$ cat config.mk
export PLATFORM = sky130hd
export DESIGN_NAME = sgcl_loader
export DESIGN_NICKNAME = d
export VERILOG_FILES = /design/src/sgcl_pkg.sv /design/src/sgcl_sync.sv /design/src/sgcl_loader.sv
export SDC_FILE = /design/constraint.sdc
export NUM_CORES = 1
export LEC_CHECK = 0
export BUFFER_PORTS_ARGS = -buffer_cell sky130_fd_sc_hd__buf_2
export CORE_ASPECT_RATIO = 0.9
export CORE_MARGIN = 3
export CORE_UTILIZATION = 47
export CTS_CLUSTER_DIAMETER = 60
export DETAILED_ROUTE_END_ITERATION = 16
export PLACE_DENSITY = 0.73
export SYNTH_ARGS = -nofsm -noshare
export SYNTH_HDL_FRONTEND = slang
export SYNTH_SLANG_ARGS = --single-unit
$ cat constraint.sdc
create_clock -name clk -period 1.5 [get_ports clk]
set_input_delay 0.225 -clock clk [delete_from_list [all_inputs] [get_ports clk]]
set_output_delay 0.225 -clock clk [all_outputs]
set_load 0.1 [all_outputs]
$ cat src/sgcl_pkg.sv
// Package of constants and types for the serial gain code loader.
package sgcl_pkg;

    // ****************************************
    // Widths and layout
    // ****************************************
    localparam int SHIFT_W    = 7;            // Width of the shift register.
    localparam int WORD_BITS  = 8;            // Bits in one gain word.
    localparam int FINE_W     = 3;            // Width of the fine step index.
    localparam int COARSE_W   = 4;            // Width of the coarse step index.
    localparam int FINE_LSB   = 0;            // Position of the fine field.
    localparam int COARSE_LSB = 3;            // Position of the coarse field.

    // ****************************************
    // Gain law constants
    // ****************************************
    localparam logic [6:0] CODE_MAX_GAIN = 7'h47;   // Code 71, highest gain.
    localparam logic [6:0] CODE_RESET    = 7'h00;   // Code held after reset.
    localparam logic [2:0] FINE_SPAN     = 3'h7;    // Highest fine step; a coarse step spans 8 fine steps.
    localparam logic [7:0] BITCNT_RESET  = 8'h00;   // Bit counter reset value.

    // ****************************************
    // Types
    // ****************************************
    // Sequencer states, Gray coded along idle, shifting, apply.
    typedef enum logic [1:0] {
        SGCL_IDLE  = 2'b00,
        SGCL_SHIFT = 2'b01,
        SGCL_APPLY = 2'b11
    } sgcl_state_t;

    // Decoded attenuator setting handed to the analog core.
    typedef struct packed {
        logic [6:0] code;      // Latched gain code.
        logic [6:0] atten;     // Attenuation steps below maximum gain.
        logic [2:0] fine;      // Fine stage step.
        logic [3:0] coarse;    // Coarse stage step.
    } sgcl_gain_t;

    // Power state outputs.
    typedef struct packed {
        logic sleep;           // Low-power state, output in high impedance.
        logic transmit;        // Powered up and transmitting.
        logic out_oe;          // Output stage driving.
    } sgcl_power_t;

endpackage

$ cat src/sgcl_sync.sv
// Two-flop synchroniser bank for the serial link and power control pins.
`timescale 1ns/10ps
module sgcl_sync #(
    parameter int W = 5
) (
    // Clock and reset.
    input  wire logic         clk,
    input  wire logic         rst_n,
    // Asynchronous inputs and synchronised outputs.
    input  wire logic [W-1:0] async_in,
    output logic      [W-1:0] sync_out
);

    logic [W-1:0] meta_reg;    // First stage, read only by the second.
    logic [W-1:0] meta_next;   // Next value of the first stage.
    logic [W-1:0] sync_reg;    // Second stage.
    logic [W-1:0] sync_next;   // Next value of the second stage.

    // ****************************************
    // Next values
    // ****************************************
    // Reset parks both stages low.
    always_comb begin
        meta_next = rst_n ? async_in : '0;
        sync_next = rst_n ? meta_reg : '0;
    end

    // Registers only.
    always_ff @(posedge clk) begin
        meta_reg <= meta_next;
        sync_reg <= sync_next;
    end

    assign sync_out = sync_reg;

endmodule

$ cat src/sgcl_loader.sv
// Serial gain code loader: three-wire link, shift register, latch and gain decode.
// Rules for this block and its host
// Sleep low gives low power, output high-Z.
// Load enable falling edge opens serial clocking.
// Applied gain held while shifting.
// Sample data on serial clock rising edge.
// Seven-bit register drops the first bit.
// Host sends exactly eight bits per change.
// Load enable rising edge applies shift register.
// Codes 0 to 71 follow linear gain law.
// Codes 72 to 127 repeat fine span.
// Top bit ignored, codes alias modulo 128.
// Serial clocks ignored while load enable high.
// Power-down low disables transmit, high transmits.
// Hold power-down low until gain programmed.
// Latched code changes only on load rising edge.
`timescale 1ns/10ps
module sgcl_loader (
    // Clock and reset.
    input  wire logic                 clk,
    input  wire logic                 rst_n,
    // Serial link pins.
    input  wire logic                 load_enable_n,
    input  wire logic                 serial_gain_in,
    input  wire logic                 serial_clk,
    // Power control pins.
    input  wire logic                 power_down_n,
    input  wire logic                 sleep_n,
    // Attenuator and power outputs.
    output sgcl_pkg::sgcl_gain_t      gain,
    output sgcl_pkg::sgcl_power_t     power,
    output logic [7:0]                bits_seen
);

    // ****************************************
    // Declarations
    // ****************************************
    logic [4:0]             pins_sync;       // Synchronised pins.
    logic                   en_n_s;          // Synchronised load enable.
    logic                   sdat_s;          // Synchronised serial data.
    logic                   sclk_s;          // Synchronised serial clock.
    logic                   pd_n_s;          // Synchronised power-down.
    logic                   slp_n_s;         // Synchronised sleep.
    logic                   sclk_d_reg;      // Previous serial clock level.
    logic                   sclk_d_next;     // Next previous serial clock.
    logic                   en_d_reg;        // Previous load enable level.
    logic                   en_d_next;       // Next previous load enable.
    logic                   sclk_rise;       // Serial clock rising edge.
    logic                   en_fall;         // Load enable falling edge.
    logic                   en_rise;         // Load enable rising edge.
    sgcl_pkg::sgcl_state_t  state_reg;       // Sequencer state.
    sgcl_pkg::sgcl_state_t  state_next;      // Next sequencer state.
    logic [6:0]             shift_reg;       // Serial shift register.
    logic [6:0]             shift_next;      // Next shift register.
    logic [6:0]             code_reg;        // Latched gain code.
    logic [6:0]             code_next;       // Next latched code.
    logic [7:0]             cnt_reg;         // Bits shifted in this load.
    logic [7:0]             cnt_next;        // Next bit count.
    sgcl_pkg::sgcl_gain_t   gain_reg;        // Registered decoded gain.
    sgcl_pkg::sgcl_gain_t   gain_next;       // Next decoded gain.
    logic [6:0]             atten_w;         // Attenuation of the latched code.
    sgcl_pkg::sgcl_power_t  power_reg;       // Registered power state.
    sgcl_pkg::sgcl_power_t  power_next;      // Next power state.

    // Attenuation steps below maximum gain for a 7-bit code.
    function automatic logic [6:0] atten_of(input logic [6:0] c);
        logic [6:0] a;
        a = 7'h00;
        if (c <= sgcl_pkg::CODE_MAX_GAIN) begin
            a = sgcl_pkg::CODE_MAX_GAIN - c;
        end else begin
            a = {4'h0, sgcl_pkg::FINE_SPAN - c[2:0]};
        end
        return a;
    endfunction

    // ****************************************
    // Pin synchronisers
    // ****************************************
    sgcl_sync #(
        .W (5)
    ) u_sync (
        .clk      (clk),
        .rst_n    (rst_n),
        .async_in ({sleep_n, power_down_n, serial_clk, serial_gain_in, load_enable_n}),
        .sync_out (pins_sync)
    );

    assign en_n_s  = pins_sync[0];
    assign sdat_s  = pins_sync[1];
    assign sclk_s  = pins_sync[2];
    assign pd_n_s  = pins_sync[3];
    assign slp_n_s = pins_sync[4];

    // ****************************************
    // Edge detection
    // ****************************************
    // Previous levels reset to the synchroniser's reset level; a high load enable still gives one rise after reset, ignored in idle.
    always_comb begin
        sclk_d_next = rst_n ? sclk_s : 1'b0;
        en_d_next   = rst_n ? en_n_s : 1'b0;
    end

    always_ff @(posedge clk) begin
        sclk_d_reg <= sclk_d_next;
        en_d_reg   <= en_d_next;
    end

    assign sclk_rise = sclk_s & ~sclk_d_reg;
    assign en_fall   = ~en_n_s & en_d_reg;
    assign en_rise   = en_n_s & ~en_d_reg;

    // ****************************************
    // Load sequencer, shift register and latch
    // ****************************************
    // Shifting is only armed by a falling load enable; the latch moves only on its rise.
    always_comb begin
        state_next = state_reg;
        shift_next = shift_reg;
        code_next  = code_reg;
        cnt_next   = cnt_reg;
        case (state_reg)
            sgcl_pkg::SGCL_IDLE: begin
                // Clock edges here are ignored.                         R11
                if (en_fall) begin
                    state_next = sgcl_pkg::SGCL_SHIFT;
                    cnt_next   = sgcl_pkg::BITCNT_RESET;
                end
            end
            sgcl_pkg::SGCL_SHIFT: begin
                if (en_rise) begin
                    state_next = sgcl_pkg::SGCL_APPLY;
                end else if (sclk_rise) begin
                    // Oldest bit falls off the top, so bit 8 of 8 drops the MSB.
                    shift_next = {shift_reg[5:0], sdat_s};
                    cnt_next   = cnt_reg + 8'h01;
                end
                // Latched code untouched while shifting.                R3
            end
            sgcl_pkg::SGCL_APPLY: begin
                code_next  = shift_reg;
                state_next = sgcl_pkg::SGCL_IDLE;
            end
            default: begin
                state_next = sgcl_pkg::SGCL_IDLE;
            end
        endcase
        if (!rst_n) begin
            state_next = sgcl_pkg::SGCL_IDLE;
            shift_next = sgcl_pkg::CODE_RESET;
            code_next  = sgcl_pkg::CODE_RESET;
            cnt_next   = sgcl_pkg::BITCNT_RESET;
        end
    end

    always_ff @(posedge clk) begin
        state_reg <= state_next;
        shift_reg <= shift_next;
        code_reg  <= code_next;
        cnt_reg   <= cnt_next;
    end

    // ****************************************
    // Gain decode and power state
    // ****************************************
    // A 7-bit latch means codes 128 to 255 already alias 0 to 127.    R10
    // The latched code is decoded once and split into fine and coarse steps.
    always_comb begin
        atten_w             = atten_of(code_reg);
        gain_next.code      = code_reg;
        gain_next.atten     = atten_w;
        gain_next.fine      = atten_w[sgcl_pkg::FINE_LSB +: sgcl_pkg::FINE_W];
        gain_next.coarse    = atten_w[sgcl_pkg::COARSE_LSB +: sgcl_pkg::COARSE_W];
        power_next.sleep    = rst_n & ~slp_n_s;
        power_next.out_oe   = rst_n & slp_n_s;
        power_next.transmit = rst_n & slp_n_s & pd_n_s;
    end

    // Registers only.
    always_ff @(posedge clk) begin
        gain_reg  <= gain_next;
        power_reg <= power_next;
    end

    assign gain      = gain_reg;
    assign power     = power_reg;
    assign bits_seen = cnt_reg;
endmodule

---- Word-level counts from Yosys, hierarchy flattened ----
Index checks and enable logic that the tools add are counted.
cells by class
  $add $sub $neg .......................... 3
  magnitude comparators ................... 1
  equality and inequality tests ........... 6
  multiplexer cells ....................... 8
  bitwise operators ....................... 11
  reductions and logical operators ........ 5
operators by type and width
  kind                                                                    number
  8-bit 2-to-1 mux                                                        3
  8-bit case mux with 2 select lines                                      1
  8-bit by 1-bit adder with 8-bit output (second input constant)          1
  2-bit != test (second input constant)                                   4
  7-bit less-or-equal comparator (second input constant)                  1
  7-bit 2-to-1 mux                                                        1
  7-bit subtractor (first input constant)                                 1
  1-bit bitwise AND                                                       6
  1-bit NOT                                                               5
  2-bit 2-to-1 mux                                                        2
  2-bit case mux with 2 select lines                                      1
  4-bit AND reduction                                                     1
  3-bit AND reduction                                                     1
  3-bit subtractor (first input constant)                                 1
  2-bit by 1-bit equality test with 1-bit output (second input constant)  1
  2-bit equality test (second input constant)                             1
  2-bit zero test                                                         1
  2-bit AND reduction                                                     1
  2-bit nonzero test                                                      1
word-level totals
  register bits after elaboration ......... 60
  bits of input ports ..................... 7
  output and inout bits ................... 32

---- Longest topological paths before layout ----
  word-level depth ........................ 5
  mapped depth ............................ 5
  gate-level depth less buffers ........... 5

---- Cells and area by module ----
A second synthesis with hierarchy kept.
unflattened totals
  cells, all modules ...................... 188
  area total of the unflattened synthesis .. 1868.0 sq um
modules (own cells, without submodules)
  module       instances  cells an instance  area an instance (sq um)
  sgcl_loader  1          168                1605.3
  sgcl_sync    1          20                 262.8

---- Worst setup path before layout ----
No wires, ideal clock.
  path kind ............................... reg-to-reg
  from .................................... register cnt_reg[2] (netlist: bits_seen[2])
  to ...................................... register cnt_reg[7] (netlist: bits_seen[7])
  library setup time ...................... 0.070 ns
  data arrival time ....................... 2.016 ns
  required time ........................... 1.430 ns
  setup slack ............................. -0.586 ns
  stages on the path, launching flop included .. 5
  buffers on the path ..................... 0
  period minus slack after synthesis ...... 2.086 ns
  cells stage by stage .................... dfxtp_1 -> nand3_1 -> or3_1 -> or3_1 -> a21oi_1
on the way
  word-level cells in the longest chain between the ends .. 4
ends and longest elaborated chain
  item                                    line                RTL
  start: declaration                      sgcl_loader.sv:57   logic [7:0] cnt_reg;
  start signal: assignment                sgcl_loader.sv:160  cnt_reg <= cnt_next;
  8-bit by 1-bit adder with 8-bit output  sgcl_loader.sv:136  cnt_next = cnt_reg + 8'h01;
  8-bit 2-to-1 mux                        sgcl_loader.sv:133  end else if (sclk_rise) begin
  8-bit 2-to-1 mux                        sgcl_loader.sv:131  if (en_rise) begin
  8-bit case mux with 2 select lines      sgcl_loader.sv:122  case (state_reg)
No other way between the ends. The select of a mux whose other input is x is not followed.
A chain may end at the register's enable or synchronous reset.

---- Worst setup path in the final report ----
  from .................................... register u_sync.sync_reg[0] (netlist: u_sync.sync_out[0])
  to ...................................... register cnt_reg[5] (netlist: bits_seen[5])
on the way
  word-level cells in the longest chain between the ends .. 4
  elaborated cells on any way between the ends .. 6
  classes of those cells .................. eq/ne (2); bitwise (3); reduce/logical (1)
ends and longest elaborated chain
  item                               line                RTL
  start: declaration                 sgcl_sync.sv:16     logic [W-1:0] sync_reg;
  start signal: assignment           sgcl_sync.sv:31     sync_reg <= sync_next;
  1-bit NOT                          sgcl_loader.sv:110  assign en_fall = ~en_n_s & en_d_reg;
  1-bit bitwise AND                  sgcl_loader.sv:110
  2-bit != test (no line)            --
  4-bit AND reduction (no line) (*)  --
Every way passes the cells marked *; elsewhere a longest branch is shown, timed or not.

==> results.cfg <==
[routing]
drc = 0
first_pass_iters = 4
drt_first_iter_violations = 54
detail_route.wl_per_cell_um = 10.8
postRouteAntennaNets = 0
via_count = 1261
totalWireLength_mm = 2.86
vias_per_cell = 4.78

[yosys]
synth_top_area_cell = dfxtp_1
yosys.area_share.simple = 0.220
synth_top_family_by_area = simple AND/OR/NAND/NOR gates
synth_warnings = 0
synth-seq-area-share = 0.601
ys_ff_latch = 53
syn_inst = 181
syn-num-nets = 190
synth_fa_ha_area_frac = 0.0142
synth-compound-area-share = 0.0800
synth_xor_area_frac = 0.0198
synthMuxAreaShare = 0.00567
netlist.area_leader.share = 0.601
synth_area_um2 = 1770
netlist_top_cells_area = dfxtp_1, and2_1, a21oi_1
synthDistinctLibCells = 26
postSynthAreaPerCell_um2 = 9.76

[power]
comb_power_share = 0.034
leakage_nw = 0.869
peakVddDrop_mv = 0.661
power.internal_w = 0.00177
netSwitchingPower_w = 0.000460
switching_share = 0.206
seqPwrFrac = 0.637
p_per_area_nw_per_um2 = 1050
finalPower_w = 0.00223
clkPwrFrac = 0.329

[finish]
fin_nets = 228
largest_reg_flops = 14
area_growth_pct = 19.8
drive_gt1_frac = 0.318
final_common_cell = buf_2
antennaDiodeCount = 0
final_cells = 264
mostFrequentLayoutCells = buf_2, dfxtp_1, nand2_1, a21oi_1, and2_1

[setup_path]
critical_path_class = reg -> reg
required_ns = 1.72
cp_max_fo = 8
worstSetupStartpointType = register
arrival_ns = 1.63
reg2reg_slack_ns = 0.09
crit_path_end_kind = register

[clock_tree]
htreeDepth = 2
clockBufferDepth = 2
cts_sinks = 53
numCtsBuffers = 5
clkLatencyLatePin_ns = 0.29
cts_root_buf = clkbuf_8
cts_tree = built
cts_hold_buffers = 0
clk_pin_slew_worst_paths_ns = 0.08

[global_routing]
grt_max_degree = 21
grt_remaining_overflow = 0
first_global_vias = 1103
grt.total_usage = 0.141
antenna_found_initial = 0
grt_pass1_wl_mm = 4.93

[floorplan]
ios = 39
core_um2 = 3500
fp.dieArea_um2 = 4530
start_util = 0.504
die_y_um = 64.2
row_count = 20
dieWidth_um = 70.6

[timing]
worst-slew-pin-transition_ns = 0.585
hold_viol = 0
final_max_slew_viol_count = 0
setup_tns_ns = 0
fmax_mhz = 709
slew_headroom = 0.609
fin_crit_sh = 0.941
finClkSkew_ns = 0.00480
whs_ns = 0.128
rsz0062_at_grt = false
finalSetupViolations = 0
period_minus_slack_ns = 1.41

[outcome]
status = finished clean

[place]
dp_hpwl_mm = 2.02
port-buffer-count = 38
placedCellCount = 256
finalWeightedCongestion = 0.727

[job]
maxCapViolCount = 0

[hold_path]
hold_class = in -> reg
final cells by class:
type	count	area, um2
repair buffers	44	235
well taps	44	55.1
flip-flops and latches	53	1100
multi-input cells	107	618
clock buffers	8	80.1
inverters	8	30.0
fillers	323	1390
cells in the mapped netlist:
cell type,number
a21oi_1,19
a21oi_2,1
a22oi_1,1
and2_1,16
and3_1,2
and4bb_4,1
buf_4,7
clkbuf_1,6
dfxtp_1,53
ha_1,2
inv_1,8
mux2i_1,1
nand2_1,25
nand2b_1,2
nand3_1,10
nand4_1,2
nor2_1,8
nor3_1,1
nor4b_1,1
nor4b_2,1
o211ai_1,1
o21ai_0,3
o31ai_1,1
or3_1,4
or4_1,1
xor2_1,4
logic make-up after synthesis:
family                     after synthesis
adders and majority gates                2
DFF                                     53
muxes                                    1
and+or+nand+nor                         74
AOI/OAI and AO/OA                       26
xor gates and xnor gates                 4
buffers and inverters                   21
through the flow:
stage	util	cell area, um2	setup slack (ns)
floorplan	-	1800	-0.0480
global route	0.604	2120	0.0402
detailed placement	0.574	2010	0.0399
global placement	0.574	2010	0.0611
finish	0.604	2120	0.0890
CTS	0.597	2090	0.0283
critical path: stages (launching register included):
cell and delay, ns:
dfxtp_4 0.37, nor4b_4 0.34, a21oi_4 0.09, or4_1 0.40, a21oi_1 0.14
routing by layer:
metal,vias up,part of all wire,GRT usage,wire (um)
li1,665,-,-,-
met1,557,0.49,0.180,1400
met2,35,0.43,0.208,1230
met3,4,0.065,0.0660,187
met4,0,0.012,0.0493,35
met5,-,0,0,0
worst paths after layout:
path	start	endpoint	cells past startpoint
max	u_sync.sync_out[0]$_SDFF_PN0_	bits_seen[5]$_SDFFE_PN0P_	4
min	serial_gain_in	u_sync.meta_reg[1]$_SDFF_PN0_	2
max reg2reg	u_sync.sync_out[0]$_SDFF_PN0_	bits_seen[5]$_SDFFE_PN0P_	4
min reg2reg	code_reg[0]$_SDFFE_PN0N_	gain[14]$_DFF_P_	0
power by group through the flow:
stage,clock [W],sequential [W],combinational [W]
after floorplan,0,0.00147,0.0000317
after global placement,0,0.00145,0.0000742
after detailed placement,0,0.00145,0.0000757
after CTS,0.000763,0.00142,0.0000756
after global routing,0.000843,0.00142,0.0000849
final,0.000733,0.00142,0.0000768
repair_timing:
action / CTS / global route
gates resized for setup: 0 / 7
hold endpoints to repair: 0 / 0
buffers inserted: 0 / 0
endpoints found under the setup margin: 0 / 5
Note: power is estimated with default switching activity, not from simulation.
